--- src/rtl/dpu_pkg.sv ---
package dpu_pkg;

  localparam logic [7:0] ADDR_PTR0_LO = 8'h82;
  localparam logic [7:0] ADDR_PTR0_HI = 8'h83;
  localparam logic [7:0] ADDR_PTR1_LO = 8'h84;
  localparam logic [7:0] ADDR_PTR1_HI = 8'h85;
  localparam logic [7:0] ADDR_PCFG = 8'ha2;
  localparam logic [7:0] ADDR_SPC = 8'he2;

  localparam logic [7:0] PREFIX_OPCODE = 8'ha5;

  localparam logic [15:0] PTR_RESET = 16'h0000;
  localparam logic [7:0] PCFG_RESET = 8'h00;
  localparam logic [7:0] SPC_RESET = 8'h00;

  // Pointer configuration register fields
  localparam int PCFG_SEL_BIT = 0;
  localparam int PCFG_ZERO_BIT = 2;

  // Signal-processing configuration fields
  localparam int SPC_REDIRECT_BIT = 0;
  localparam int SPC_IDXDIS_BIT = 1;
  localparam int SPC_CIRC0_BIT = 2;
  localparam int SPC_CIRC1_BIT = 3;
  localparam int SPC_ACC_SIGN_BIT = 4;
  localparam int SPC_B_SIGN_BIT = 5;
  localparam int SPC_WIN_LSB = 6;

  typedef enum logic [2:0] {
    OP_LOAD = 3'h0,
    OP_INC = 3'h1,
    OP_MOVC = 3'h2,
    OP_MOVX_RD = 3'h3,
    OP_MOVX_WR = 3'h4,
    OP_JMP = 3'h5
  } dpu_op_kind_t;

  typedef struct packed {
    logic rd;
    logic wr;
    logic [7:0] addr;
    logic [7:0] wdata;
  } dpu_sfr_req_t;

  typedef struct packed {
    logic valid;
    logic inverted;
    dpu_op_kind_t kind;
    logic [15:0] imm;
    logic [7:0] acc;
  } dpu_op_req_t;

  typedef struct packed {
    logic [15:0] start_addr;
    logic [15:0] end_addr;
  } dpu_range_t;

endpackage

--- src/rtl/dpu_circ_step.sv ---
`timescale 1ns/1ps
module dpu_circ_step (
  input wire logic [15:0] ptr_in,
  input wire logic circ_en_in,
  input wire dpu_pkg::dpu_range_t [1:0] range_in,
  output logic [15:0] next_out,
  output logic wrap_out
);

  logic [1:0] hit;

  genvar k;
  generate
    for (k = 0; k < 2; k++)
    begin : g_range
      assign hit[k] = circ_en_in && (ptr_in == range_in[k].end_addr);
    end
  endgenerate

  // Range 0 wins if both buffers share an end bound
  always_comb
  begin
    next_out = ptr_in + 16'h0001;
    wrap_out = |hit;
    if (hit[0])
    begin
      next_out = range_in[0].start_addr;
    end
    else if (hit[1])
    begin
      next_out = range_in[1].start_addr;
    end
  end

endmodule

--- src/rtl/dpu_top.sv ---
// How it works
// - Two 16-bit pointers, byte registers at 82h/83h and 84h/85h.
// - Generic pointer operand goes to the pointer chosen by the select bit.
// - Select 0: generic is pointer zero, inverted is one; select 1 swaps.
// - Direct byte register access reaches its pointer whatever the select bit.
// - Configuration bit 2 reads zero so incrementing toggles the select bit.
// - Prefix opcode a5h inverts the select for the next instruction only.
// - Indirect jump always uses the plain select bit, prefix ignored.
// - Two-bit window field picks the accumulator byte pair shown at e4h/e5h.
// - B sign bit makes 8x8 multiply treat B as signed; MAC unaffected.
// - ACC sign bit makes 8x8 multiply treat ACC as signed; MAC unaffected.
// - Circular enable one puts pointer one into circular addressing.
// - Circular enable zero puts pointer zero into circular addressing.
// - Index disable drops the accumulator offset from indexed code reads.
// - Redirect bit moves pointer-one data transfers from ACC to B.
`timescale 1ns/1ps
module dpu_top (
  input wire logic mclk_in,
  input wire logic srst_in,
  input wire dpu_pkg::dpu_sfr_req_t sfr_req_in,
  output logic [7:0] sfr_rdata_out,
  input wire logic insn_first_in,
  input wire logic [7:0] opcode_in,
  input wire dpu_pkg::dpu_op_req_t op_req_in,
  input wire dpu_pkg::dpu_range_t [1:0] cb_range_in,
  output logic [15:0] addr_out,
  output logic addr_valid_out,
  output logic ptr_sel_out,
  output logic use_b_out,
  output logic mul_signed_a_out,
  output logic mul_signed_b_out,
  output logic [1:0] mac_window_out
);

  logic [1:0][15:0] ptr_r;
  logic [7:0] pcfg_r;
  logic [7:0] spc_r;
  logic prefix_pend_r;
  logic prefix_act_r;
  logic [1:0][15:0] step_next;
  logic [1:0] step_wrap;
  logic pointer_select_bit;
  logic sel;
  logic [15:0] sel_ptr;
  logic is_jmp;
  logic is_xfer;

  assign pointer_select_bit = pcfg_r[dpu_pkg::PCFG_SEL_BIT];
  assign is_jmp = op_req_in.kind == dpu_pkg::OP_JMP;
  assign is_xfer = op_req_in.kind == dpu_pkg::OP_MOVC || op_req_in.kind == dpu_pkg::OP_MOVX_RD
    || op_req_in.kind == dpu_pkg::OP_MOVX_WR;
  // Jump never honours the prefix
  assign sel = is_jmp ? pointer_select_bit
    : (pointer_select_bit ^ prefix_act_r);
  assign sel_ptr = ptr_r[sel];

  // Prefix only reaches the instruction right after it; a5h a5h keeps it pending
  always_ff @(posedge mclk_in)
  begin
    if (srst_in)
    begin
      prefix_pend_r <= 1'b0;
      prefix_act_r <= 1'b0;
    end
    else if (insn_first_in)
    begin
      if (opcode_in == dpu_pkg::PREFIX_OPCODE)
      begin
        prefix_pend_r <= 1'b1;
      end
      else
      begin
        prefix_pend_r <= 1'b0;
        prefix_act_r <= prefix_pend_r;
      end
    end
  end

  // Bit 2 never stores, so an increment of the register flips the select bit and never carries into bits 3 to 7
  always_ff @(posedge mclk_in)
  begin
    if (srst_in)
    begin
      pcfg_r <= dpu_pkg::PCFG_RESET;
    end
    else if (sfr_req_in.wr && sfr_req_in.addr == dpu_pkg::ADDR_PCFG)
    begin
      pcfg_r <= sfr_req_in.wdata;
      pcfg_r[dpu_pkg::PCFG_ZERO_BIT] <= 1'b0;
    end
  end

  always_ff @(posedge mclk_in)
  begin
    if (srst_in)
    begin
      spc_r <= dpu_pkg::SPC_RESET;
    end
    else if (sfr_req_in.wr && sfr_req_in.addr == dpu_pkg::ADDR_SPC)
    begin
      spc_r <= sfr_req_in.wdata;
    end
  end

  genvar i;
  generate
    for (i = 0; i < 2; i++)
    begin : g_ptr
      localparam logic [7:0] LO = (i == 0) ? dpu_pkg::ADDR_PTR0_LO : dpu_pkg::ADDR_PTR1_LO;
      localparam logic [7:0] HI = (i == 0) ? dpu_pkg::ADDR_PTR0_HI : dpu_pkg::ADDR_PTR1_HI;
      localparam int CBIT = (i == 0) ? dpu_pkg::SPC_CIRC0_BIT : dpu_pkg::SPC_CIRC1_BIT;

      dpu_circ_step u_step (
        .ptr_in(ptr_r[i]),
        .circ_en_in(spc_r[CBIT]),
        .range_in(cb_range_in),
        .next_out(step_next[i]),
        .wrap_out(step_wrap[i])
      );

      // Instruction update beats a same-cycle byte write
      always_ff @(posedge mclk_in)
      begin
        if (srst_in)
        begin
          ptr_r[i] <= dpu_pkg::PTR_RESET;
        end
        else if (op_req_in.valid && sel == 1'(i) && op_req_in.kind == dpu_pkg::OP_LOAD)
        begin
          ptr_r[i] <= op_req_in.imm;
        end
        else if (op_req_in.valid && sel == 1'(i) && op_req_in.kind == dpu_pkg::OP_INC)
        begin
          ptr_r[i] <= step_next[i];
        end
        else if (sfr_req_in.wr && sfr_req_in.addr == LO)
        begin
          ptr_r[i][7:0] <= sfr_req_in.wdata;
        end
        else if (sfr_req_in.wr && sfr_req_in.addr == HI)
        begin
          ptr_r[i][15:8] <= sfr_req_in.wdata;
        end
      end
    end
  endgenerate

  // Window bytes themselves live with the accumulator; unmapped reads give zero
  always_ff @(posedge mclk_in)
  begin
    if (srst_in)
    begin
      sfr_rdata_out <= 8'h00;
    end
    else if (sfr_req_in.rd)
    begin
      case (sfr_req_in.addr)
        dpu_pkg::ADDR_PTR0_LO: sfr_rdata_out <= ptr_r[0][7:0];
        dpu_pkg::ADDR_PTR0_HI: sfr_rdata_out <= ptr_r[0][15:8];
        dpu_pkg::ADDR_PTR1_LO: sfr_rdata_out <= ptr_r[1][7:0];
        dpu_pkg::ADDR_PTR1_HI: sfr_rdata_out <= ptr_r[1][15:8];
        dpu_pkg::ADDR_PCFG: sfr_rdata_out <= pcfg_r;
        dpu_pkg::ADDR_SPC: sfr_rdata_out <= spc_r;
        default: sfr_rdata_out <= 8'h00;
      endcase
    end
    else
    begin
      sfr_rdata_out <= 8'h00;
    end
  end

  always_ff @(posedge mclk_in)
  begin
    if (srst_in)
    begin
      addr_out <= 16'h0000;
      addr_valid_out <= 1'b0;
      ptr_sel_out <= 1'b0;
      use_b_out <= 1'b0;
    end
    else
    begin
      addr_valid_out <= op_req_in.valid && (is_xfer || is_jmp);
      ptr_sel_out <= op_req_in.valid ? sel : ptr_sel_out;
      use_b_out <= op_req_in.valid && is_xfer && sel
        && spc_r[dpu_pkg::SPC_REDIRECT_BIT];
      if (op_req_in.valid)
      begin
        case (op_req_in.kind)
          dpu_pkg::OP_MOVC:
          begin
            addr_out <= spc_r[dpu_pkg::SPC_IDXDIS_BIT] ? sel_ptr
              : sel_ptr + {8'h00, op_req_in.acc};
          end
          dpu_pkg::OP_JMP: addr_out <= sel_ptr + {8'h00, op_req_in.acc};
          default: addr_out <= sel_ptr;
        endcase
      end
    end
  end

  // Operand sign and window flags go to the multiplier and accumulator
  always_ff @(posedge mclk_in)
  begin
    if (srst_in)
    begin
      mul_signed_a_out <= 1'b0;
      mul_signed_b_out <= 1'b0;
      mac_window_out <= 2'h0;
    end
    else
    begin
      mul_signed_a_out <= spc_r[dpu_pkg::SPC_ACC_SIGN_BIT];
      mul_signed_b_out <= spc_r[dpu_pkg::SPC_B_SIGN_BIT];
      mac_window_out <= spc_r[dpu_pkg::SPC_WIN_LSB +: 2];
    end
  end
endmodule

--- config.mk ---
export PLATFORM = sky130hd
export DESIGN_NAME = dpu_top
export DESIGN_NICKNAME = d
export VERILOG_FILES = /design/src/rtl/dpu_pkg.sv /design/src/rtl/dpu_circ_step.sv /design/src/rtl/dpu_top.sv
export SDC_FILE = /design/constraint.sdc
export NUM_CORES = 1
export LEC_CHECK = 0
export BUFFER_PORTS_ARGS = -buffer_cell sky130_fd_sc_hd__buf_2
export CAP_MARGIN = 5
export CELL_PAD_IN_SITES_DETAIL_PLACEMENT = 1
export CELL_PAD_IN_SITES_GLOBAL_PLACEMENT = 1
export CORE_MARGIN = 2
export CORE_UTILIZATION = 35
export CTS_CLUSTER_DIAMETER = 40
export CTS_CLUSTER_SIZE = 16
export DETAILED_ROUTE_END_ITERATION = 10
export HOLD_SLACK_MARGIN = 0.06
export PLACE_DENSITY_LB_ADDON = 0.05
export SKIP_CTS_REPAIR_TIMING = 1
export SYNTH_ARGS = -nofsm -noshare
export SYNTH_HDL_FRONTEND = slang
export SYNTH_SLANG_ARGS = --single-unit
--- constraint.sdc ---
create_clock -name mclk_in -period 4 [get_ports mclk_in]
set_input_delay 0.2 -clock mclk_in [delete_from_list [all_inputs] [get_ports mclk_in]]
set_output_delay 0.2 -clock mclk_in [all_outputs]
set_load 0.03 [all_outputs]
### Word-level counts from Yosys, hierarchy flattened

Index checks and enable logic that the tools add are counted.

| storage, ports and cells | value |
|---|---|
| latch bits | 0 |
| output and inout port bits | 31 |
| input bits | 122 |
| ROM bits | 0 |
| memories kept | 0 |
| register bits | 80 |
| memory bits (writable) | 0 |

| cells by class | value |
|---|---|
| $add $sub $neg | 3 |
| multipliers | 0 |
| multiplexer cells | 21 |
| reduce and logical (&&, ||, !) cells | 32 |
| equality and inequality tests | 18 |
| magnitude comparators | 1 |
| divide/modulo/power cells | 0 |
| bitwise logic cells | 4 |
| shift operators | 0 |

Operators with widths:

| kind | number |
|---|---|
| 16-bit 2-to-1 mux | 11 |
| 16-bit equality test | 4 |
| 8-bit equality test, second input constant | 7 |
| 8-bit 2-to-1 mux | 6 |
| 8-bit one-hot mux with 6 select lines | 1 |
| 16-bit by 1-bit adder with 16-bit output, second input constant | 2 |
| 16-bit one-hot mux with 2 select lines | 1 |
| 1-bit logical AND | 20 |
| 16-bit by 8-bit adder with 16-bit output | 1 |
| 3-bit nonzero test | 4 |
| 3-bit by 2-bit equality test with 1-bit output, second input constant | 2 |
| 3-bit equality test, second input constant | 2 |
| 3-bit inequality test, second input constant | 2 |
| 2-bit AND reduction | 3 |
| 3-bit by 1-bit equality test with 1-bit output, second input constant | 1 |
| 3-bit logical NOT | 1 |
| 1-bit logical OR | 3 |
| 1-bit NOT | 3 |
| 1-bit by 2-bit less-than comparator with 1-bit output, second input constant | 1 |
| 1-bit 2-to-1 mux | 2 |
| 2-bit OR reduction | 1 |
| 1-bit bitwise XOR | 1 |

### Logic depth before layout (Yosys ltp)

Gate-level depths: netlist (run 1).

| logic depth | value |
|---|---|
| word-level depth | 7 |
| depth in mapped cells | 14 |

### Hierarchy

Synthesis (run 1) repeated with hierarchy kept, for this count alone.

| second synthesis, totals | value |
|---|---|
| cells, all modules | 881 |
| area total of the unflattened synthesis | 7263.2 µm² |

By module, submodules not included:

| module | cells an instance | area each (µm²) | instances |
|---|---|---|---|
| dpu_top | 543 | 4490.6 | 1 |
| dpu_circ_step | 169 | 1386.3 | 2 |

### Worst setup path after synthesis (run 1)

No wires, ideal clock.

| path | value |
|---|---|
| path kind | input-to-reg |
| from | in op_req_in[25] (netlist name) |
| to | reg addr_out[12] |
| required time | 3.868 ns |
| stages on the path | 14 |
| buffers on the path | 0 |
| slack | 0.787 ns |
| data arrival time | 3.080 ns |
| library setup time | 0.132 ns |
| cells stage by stage | nand3b_1 -> nand2_1 -> xor2_1 -> mux2_2 -> ha_1 -> inv_1 -> fa_1 -> nor2b_1 -> o21ai_0 -> a21bo_2 -> a21bo_2 -> or4_1 -> nand3_1 -> a21oi_1 |

| between the ends | value |
|---|---|
| longest elaborated chain between the ends | 7 |

Ends and longest elaborated chain:

| element | line | text |
|---|---|---|
| start, declared | dpu_top.sv:24 | `input wire dpu_pkg::dpu_op_req_t op_req_in,` |
| 3-bit equality test | dpu_top.sv:49, dpu_top.sv:190 |  |
| 1-bit 2-to-1 mux | dpu_top.sv:53 | `assign sel = is_jmp ? pointer_select_bit` |
| 16-bit 2-to-1 mux (not written as such) (2 in series) | dpu_top.sv:55 | `assign sel_ptr = ptr_r[sel];` |
| 16-bit by 8-bit adder with 16-bit output | dpu_top.sv:194, dpu_top.sv:196 |  |
| 16-bit 2-to-1 mux | dpu_top.sv:193 | `addr_out <= spc_r[dpu_pkg::SPC_IDXDIS_BIT] ? sel_ptr` |
| 16-bit one-hot mux with 2 select lines * | dpu_top.sv:190 | `case (op_req_in.kind)` |
| end signal, assigned | dpu_top.sv:193 |  |
| end signal, assigned | dpu_top.sv:196 | `dpu_pkg::OP_JMP: addr_out <= sel_ptr + {8'h00, op_req_in.acc};` |
| end signal, assigned | dpu_top.sv:197 | `default: addr_out <= sel_ptr;` |
| end, declared | dpu_top.sv:26 | `output logic [15:0] addr_out,` |

Mark *: on every way between the ends. The rest lies on a longest branch, timed or not. The select of a mux whose other input is x is not followed.
A chain may end at the register's enable or synchronous reset.

### Worst setup path in the final report (run 1)

| path | value |
|---|---|
| from | reg prefix_act_r |
| to | reg addr_out[13] |

| between the ends | value |
|---|---|
| longest elaborated chain between the ends | 7 |

Ends and longest elaborated chain:

| element | line | text |
|---|---|---|
| start, declared | dpu_top.sv:39 | `logic prefix_act_r;` |
| start signal, assigned | dpu_top.sv:74 | `prefix_act_r <= prefix_pend_r;` |
| 1-bit bitwise XOR * | dpu_top.sv:54 | `: (pointer_select_bit ^ prefix_act_r);` |
| 1-bit 2-to-1 mux * | dpu_top.sv:53 |  |
| 16-bit 2-to-1 mux (not written as such) * (2 in series) | dpu_top.sv:55 |  |
| 16-bit by 8-bit adder with 16-bit output | dpu_top.sv:194, dpu_top.sv:196 |  |
| 16-bit 2-to-1 mux | dpu_top.sv:193 |  |
| 16-bit one-hot mux with 2 select lines * | dpu_top.sv:190 |  |

Marked as above.

==> results of run 1 <==
-- sequential cells by signal, summed over array words and instances, names as in the netlist, 2 cells and up --
name,count
addr_out,16
spc_r,8
sfr_rdata_out,8
ptr_r,32
pcfg_r,7
mac_window_out,2
-- per-layer routing --
metal	wire length, um	vias to the layer above
met4	1040	0
met1	13300	3406
met5	0	-
met3	2550	63
met2	13400	338
li1	-	3233
-- path summary, 6_finish.rpt --
kind | from | endpoint | cells after the start
max | prefix_act_r$_SDFFE_PP0P_ | addr_out[13]$_SDFFE_PP0P_ | 13
min reg2reg | pcfg_r[6]$_SDFFE_PP0P_ | pcfg_r[6]$_SDFFE_PP0P_ | 2
min | insn_first_in | prefix_pend_r$_SDFFE_PP0P_ | 2
max reg2reg | prefix_act_r$_SDFFE_PP0P_ | addr_out[13]$_SDFFE_PP0P_ | 13
-- synthesized netlist by cell type, types with 9 or more instances --
library cell and n:
buf_6 9, nand3_1 29, ha_1 11, clkbuf_1 30
inv_1 11, nand2_1 85, buf_2 20, mux2_2 16
xnor2_1 64, nand4_1 14, nor3_1 23, xor2_1 40
mux2i_1 71, nor2b_1 9, a21oi_1 70, o21ai_0 32
a211oi_1 11, nor2_1 69, dfxtp_1 80
-- where the power goes --
part	switching [W]	total [W]	internal, W
combinational	0.000247	0.000400	0.000153
sequential	0.0000151	0.000828	0.000813
clock	0.000405	0.000966	0.000561
total	0.000667	0.00219	0.00153
-- through the flow --
| step | setup WS (ns) | instance area (um2) | hold slack [ns] |
|---|---|---|---|
| 2_1_floorplan | 0.787 | 6650 | 0.336 |
| 3_3_place_gp | 0.587 | 7560 | 0.446 |
| 3_5_place_dp | 0.464 | 7560 | 0.444 |
| 4_1_cts | 0.545 | 7890 | 0.0743 |
| 5_1_grt | 0.316 | 7900 | 0.0874 |
| 6_report | 0.550 | 7900 | 0.0782 |
-- worst max-delay path, stage by stage, from the launching register on --
cell and delay, ns:
dfxtp_1 0.42, nand2_1 0.19, xor2_1 0.23, buf_4 0.25, mux2i_1 0.34, inv_1 0.09, ha_1 0.30, a211oi_1 0.43
o211ai_1 0.20, a31o_2 0.31, nand3_1 0.13, xor2_1 0.17, nand2_1 0.08, a32o_1 0.21
-- kinds of logic after synthesis --
logic type                 Yosys count  synth area share [%]
AOI/OAI and AO/OA                  184                  17.4
xor gates and xnor gates           105                  14.1
adders and majority gates           12                  2.37
buffers and inverters               77                  6.34
DFF                                 80                  24.1
muxes                               93                  14.5
and+or+nand+nor                    281                  21.2
-- cell type report --
| cell class | instances | area, um2 |
|---|---|---|
| repair buffers | 183 | 993 |
| diodes | 1 | 2.50 |
| fillers | 2343 | 10800 |
| multi-input cells | 675 | 4630 |
| inverters | 12 | 45.0 |
| clock buffers | 9 | 225 |
| flip-flops and latches | 80 | 1600 |
| well taps | 234 | 293 |
| clock inverters | 7 | 106 |
==> results by group, run 1 <==
STA
  – # setup viols final: 0
  – RSZ-0062 raised after global routing: false
  – Fin. Hold Viols: 0
  – Post-route clock period utilization: 86.2%
  – Max-slew headroom at the worst pin: 20.5%
  – Worst slew pin tran: between 1 and 1.5 ns
  – TNS Setup: 0 ns
  – Fmax: 0.290 GHz
  – Max Slew Vio Count: 0
  – Skew final: 0.0134 ns
  – Fin crit period: 3.45 ns

Floorplanning
  – I/O pins: 153
  – Die area: between 20000 and 25000 um2
  – Core area: 18700 um2
  – Initial core utilization: between 30% and 40%
  – Rows: 50
  – Die extent in y: roughly 140 um
  – Die X-Extent: roughly 140 um

Synth
  – Top_reg_cell synth: dfxtp_1
  – Post-Synthesis Net Count: 966
  – Syn_area_per_cell: between 7 and 8 um2
  – Post-Syn Instances: 832
  – Yosys top cell area share: roughly 24%
  – Async set-or-reset flop fraction in the synthesized netlist: 0%
  – Sequential share of the synthesized area: about 24%
  – Area leader, netlist: dfxtp_1
  – Top cells by area, synth: dfxtp_1, mux2i_1, xnor2_1
  – Synthesized area: 6650 um2
  – EDFF count, synth: 0
  – Yosys reg bits: 80
  – Distinct cells, synth: 69
  – Ys Warns: 0

Cells and area
  – Commonest cells after routing, fill and taps aside: buf_2, nand2_1, dfxtp_1
  – Non-filler cells in the finished layout: 1201
  – Nets: 1095
  – Most common cell after layout, fill and taps aside: buf_2
  – Proportion of layout cells with a drive suffix above 1: 23.9%
  – Layout area overhead: 18.7%
  – Final core occ: 42.2%

Setup path
  – Critical Path Fanout Max: 14
  – Worst setup SP type: flop
  – R2R setup slack: 0.55 ns
  – Critical Path End Type: flop
  – WS Path Type: reg2reg
  – CP required: 4.26 ns
  – Data arrival, critical path: 3.71 ns

Global route
  – Vias in the first global route: 7181
  – Gr ovfl total: 0
  – First-pass GRT wire length: 44.5 mm
  – M3 GR Usage: 6.48%
  – GRT busiest layer: met2
  – Gr usage total: 30.1%
  – GR Layer Usage met1: between 40% and 50%
  – Routing usage on met2: a little under half
  – Initial antenna violation count: 1
  – Largest net degree at the start of global routing: 44

Drt
  – Pre-Repair DR Iteration Count: 5
  – 1st-iter DRT viols: about 550
  – Total wire length: around 30 mm
  – Vias per Instance: 5.86
  – Drt drc: 0
  – DR vias: between 7000 and 8000
  – Detail Route Antenna Nets: 0
  – Per-cell routed wire length: 25.2 um

Run
  – Max Cap Viol: 0

Clock network
  – Clock sink count: 80
  – Clk pin slew, worst setup/hold paths: 0.07 ns
  – Clock Path Buffers: 2
  – Worst-Skew Late Latency: 0.36 ns
  – H-tree depth: 3
  – CTS tree: yes
  – Num CTS Buffers: 9
  – CTS root buf: clkbuf_16

Power and ir drop
  – Worst VDD drop: 183 uV
  – Pleak: between 3 and 4 nW
  – Total power: 0.00219 W
  – Power per cell area: approximately 280 nW/um2

Placement
  – PortBufs: 151
  – HPWL after DPL: 23.0 mm
  – Placed cell count: 1183
  – GP Congestion: 1.00

Min path
  – HP Class: in2reg

Run status
  – Status: finished clean
Power figures use the tool's default switching activity.
==> run 2: changes to the inputs <==
--- a/config.mk
+++ b/config.mk
@@ -5,6 +5,7 @@
 export SDC_FILE = /design/constraint.sdc
 export NUM_CORES = 1
 export LEC_CHECK = 0
+export ABC_AREA = 1
 export BUFFER_PORTS_ARGS = -buffer_cell sky130_fd_sc_hd__buf_2
 export CAP_MARGIN = 5
 export CELL_PAD_IN_SITES_DETAIL_PLACEMENT = 1
@@ -20,3 +21,4 @@
 export SYNTH_ARGS = -nofsm -noshare
 export SYNTH_HDL_FRONTEND = slang
 export SYNTH_SLANG_ARGS = --single-unit
+export TNS_END_PERCENT = 50
==> run 2 against run 1 <==
Combinational power is 40% higher. Utilization is 0.76 points lower. Maximum frequency is 12% higher. Non-clock buffer count is 14 lower. Synthesized cell count is 68% higher. Global-route usage is 2.7 points higher. First-iteration DRC count is 24% higher. Highest routed layer unchanged.
==> results by group, run 2 <==
Synth
  – Most frequent cell after synthesis: nand2_1
  – Synthesized area: 7790 um2 (+17%)
  – Sequential share of the synthesized area: 20.6% (-3.5 points)
  – Yosys reg bits: 80 (unchanged)
  – Post-synth top cells: nand2_1, nor2_1, inv_1
  – Post-synthesis compound-gate area fraction: 17.6% (+0.17 points)
  – Adder-Cell Fraction of Synth Area: 2.02% (-0.34 points)
  – Top_reg_cell synth: dfxtp_1
  – Area leader, netlist: nand2_1
  – Yosys top cell area share: 22.7% (-1.4 points)
  – Proportion of synthesized area in mux cells: 0% (-15 points)
  – EDFF count, synth: 0 (unchanged)
  – Async set-or-reset flop fraction in the synthesized netlist: 0% (unchanged)
  – Largest family of logic cells by synthesized area: simple AND/OR/NAND/NOR gates
  – Top cells by area, synth: nand2_1, dfxtp_1, nor2_1
  – Distinct cells, synth: 48 (-30%)
  – Synth Area in XOR/XNOR: 3.94% (-10 points)
  – Syn_area_per_cell: 5.59 um2 (-30%)
  – Post-Syn Instances: 1394 (+68%)
  – Ys Warns: 0 (unchanged)
  – Post-Synthesis Net Count: 1528 (+58%)
  – Simple-Gate Fraction of Synth Area: 44.0% (+23 points)

Placement
  – Place WS: 0.997 ns (+0.533 ns)
  – Placed cell area: 8710 um2 (+15%)
  – GP Congestion: 1.01 (+0.63%)
  – PortBufs: 151 (unchanged)
  – Placed cell count: 1788 (+51%)
  – HPWL after DPL: 31.2 mm (+35%)

STA
  – Fmax: 0.325 GHz (+12%)
  – # setup viols final: 0 (unchanged)
  – Max Slew Vio Count: 0 (unchanged)
  – Worst slew pin tran: 1.02 ns (-0.159 ns)
  – Skew final: 0.0188 ns (+0.00534 ns)
  – Post-route clock period utilization: 77.0% (-9.3 points)
  – Fin. Hold Viols: 0 (unchanged)
  – Fin crit period: 3.08 ns (-0.370 ns)
  – Max-slew headroom at the worst pin: 31.7% (+11 points)
  – RSZ-0062 raised after global routing: false
  – TNS Setup: 0 ns (unchanged)
  – Final setup margin: 0.920 ns (+0.370 ns)

Cells and area
  – Proportion of layout cells with a drive suffix above 1: 16.9% (-7.0 points)
  – Largest register FFs: 32 (unchanged)
  – Largest registers: ptr_r: 32 flops, addr_out: 16 flops
  – Design area: 9050 um2 (+15%)
  – Non-filler cells in the finished layout: 1804 (+50%)
  – Most common cell after layout, fill and taps aside: nand2_1
  – Fillers: 3160 (+35%)
  – Commonest cells after routing, fill and taps aside: nand2_1, nor2_1, buf_2
  – Nets: 1653 (+51%)
  – Layout area overhead: 16.2%
  – Antenna diode count: 0 (-1)
  – Largest reg by FF count: ptr_r
  – Register Area: 1600 um2 (unchanged)
  – Multi-input logic area: 5260 um2 (+14%)

Setup path
  – CP required: 4.25 ns (about the same)
  – Worst setup SP type: flop
  – Reg2Reg Depth: 19 (+6)
  – FF-to-FF End: addr_out[12]$_SDFFE_PP0P_
  – Worst path cell trace: inv_2, o21ai_0, ha_1, inv_1, fa_1, o21ai_0, nand2_1, nand2_1, a21oi_1, inv_1, nand2_1, inv_1, nand2_1, nor2_1, nand2_1, nand2_1, nand3_1, nand2_1, inv_1
  – Data arrival, critical path: 3.33 ns (-0.38 ns)
  – CP top delay family: simple AND/OR/NAND/NOR gates
  – Worst setup path startpoint: ptr_r[16]$_SDFFE_PP0P_
  – Most used cell, CP: nand2_1
  – Critical path depth: 19 (+6)
  – R2R setup slack: 0.92 ns (+0.37 ns)
  – Max incr delay on CP: 0.61 ns (+0.18 ns)
  – WS Path Type: reg2reg
  – CP bufs+invs: 5 (+3)
  – Critical path's slowest cell: dfxtp_1
  – Reg2reg start: ptr_r[16]$_SDFFE_PP0P_
  – Critical Path End Type: flop
  – Critical Path Fanout Max: 8 (-6)

Clock network
  – Num CTS Buffers: 9 (unchanged)
  – Clock sink count: 80 (unchanged)
  – CTS root buf: clkbuf_16
  – Clock Path Buffers: 2 (unchanged)
  – Clk pin slew, worst setup/hold paths: 0.08 ns (about the same)
  – Worst-Skew Late Latency: 0.36 ns (about the same)
  – CTS tree: yes
  – H-tree depth: 3 (unchanged)

Min path
  – Worst hold stages: 3 (+1)
  – Hold Crit Endpoint: prefix_pend_r$_SDFFE_PP0P_
  – HP Class: in2reg
  – Worst min-delay path startpoint: insn_first_in

Power and ir drop
  – Gate power share: 23.4% (+5.1 points)
  – Sw Pwr: 0.000830 W (+24%)
  – Clock share of power: 40.3% (-3.7 points)
  – Power per cell area: 265 nW/um2 (-4.8%)
  – Worst VDD drop: 256 uV (+40%)
  – Sw Ratio: 34.7% (+4.3 points)
  – Register share of total power: 36.3% (-1.4 points)
  – Internal: 0.00156 W (+2.4%)
  – Total power: 0.00239 W (+9.1%)
  – Pleak: 4.63 nW (+34%)

Global route
  – Gr usage total: 32.8% (+2.7 points)
  – Initial antenna violation count: 0 (-1)
  – First-pass GRT wire length: 58.1 mm (+31%)
  – Largest net degree at the start of global routing: 34 (-23%)
  – Vias in the first global route: 9651 (+34%)
  – Gr ovfl total: 0 (unchanged)

Floorplanning
  – Die area: 23500 um2 (+17%)
  – Initial core utilization: 35.7% (+0.11 points)
  – Die X-Extent: 153 um (+7.9%)
  – Core area: 21800 um2 (+17%)
  – Die extent in y: 153 um (+7.9%)
  – I/O pins: 153 (unchanged)
  – Rows: 54 (+8.0%)

Drt
  – Per-cell routed wire length: 21.7 um (-14%)
  – Pre-Repair DR Iteration Count: 5 (unchanged)
  – Vias per Instance: 5.50 (-6.2%)
  – Detail Route Antenna Nets: 0 (unchanged)
  – 1st-iter DRT viols: 682 (+24%)
  – Drt drc: 0 (unchanged)
  – Total wire length: 39.1 mm (+29%)
  – DR vias: 9922 (+41%)

Run status
  – Status: finished clean

Run
  – Max Cap Viol: 0 (unchanged)
==> run 2: cell types whose count changed after synthesis, sizes merged, moves of 22 or more <==
cell,before,now
nand3,29,67
mux2,22,0
nor2,69,172
inv,12,164
nand4,14,40
mux2i,71,0
xnor2,65,7
o21ai,39,133
nand2,85,480
==> run 2: cell type report <==
class / instances / area share, %
clock buffer: 9 / 2.49
clock inverter: 7 / 1.19
inverter: 164 / 6.80
multi-input combinational: 1095 / 58.1
sequential: 80 / 17.7
tap: 280 / 3.87
timing repair buffer: 169 / 9.85
==> run 2: cells by family (layout without fill, tap and decap cells) <==
kind of cell	count (synthesis)	count (layout)
adder cells (fa/ha/maj)	12	12
XOR/XNOR	35	35
AO/OA/AOI/OAI	250	250
buffers and inverters	219	349
AND/OR/NAND/NOR	798	798
flip-flops	80	80
==> run 2: power by group through the flow <==
stage	Clock [W]	Sequential (W)	Combinational [W]
floorplan	0	0.000875	0.000317
global placement	0	0.000884	0.000544
detailed placement	0	0.000884	0.000551
CTS	0.000972	0.000866	0.000555
global route	0.00101	0.000868	0.000618
finish	0.000964	0.000868	0.000561
==> run 2: worst max path at each step <==
| stage | endpoint | slack, ns |
|---|---|---|
| CTS | addr_out[12]$_SDFFE_PP0P_ | 0.96 |
| floorplan | addr_out[12]$_SDFFE_PP0P_ | 1.20 |
| detailed placement | addr_out[12]$_SDFFE_PP0P_ | 1.0 |
| global placement | addr_out[12]$_SDFFE_PP0P_ | 1.05 |
| finish | addr_out[12]$_SDFFE_PP0P_ | 0.92 |
| global route | addr_out[12]$_SDFFE_PP0P_ | 0.62 |
==> run 2: tightest hold or removal path: stages <==
cell and delay (ns):
buf_2 0.09, o21ai_0 0.07, nor2_1 0.11
==> run 2: layer usage <==
metal / global-route usage [%] / vias to the layer above / wire length, um
li1: - / 4742 / -
met1: 44.8 / 4674 / 17200
met2: 51.2 / 421 / 17100
met3: 5.16 / 85 / 3110
met4: 14.2 / 0 / 1700
met5: 0 / - / 0
==> run 2: through the flow <==
stage                     utilization, %  hold slack, ns
after detailed placement            39.9           0.452
after floorplan                        -           0.289
final                               41.5           0.145
after global placement              39.9           0.440
after CTS                           41.5           0.150
after global routing                41.5           0.175
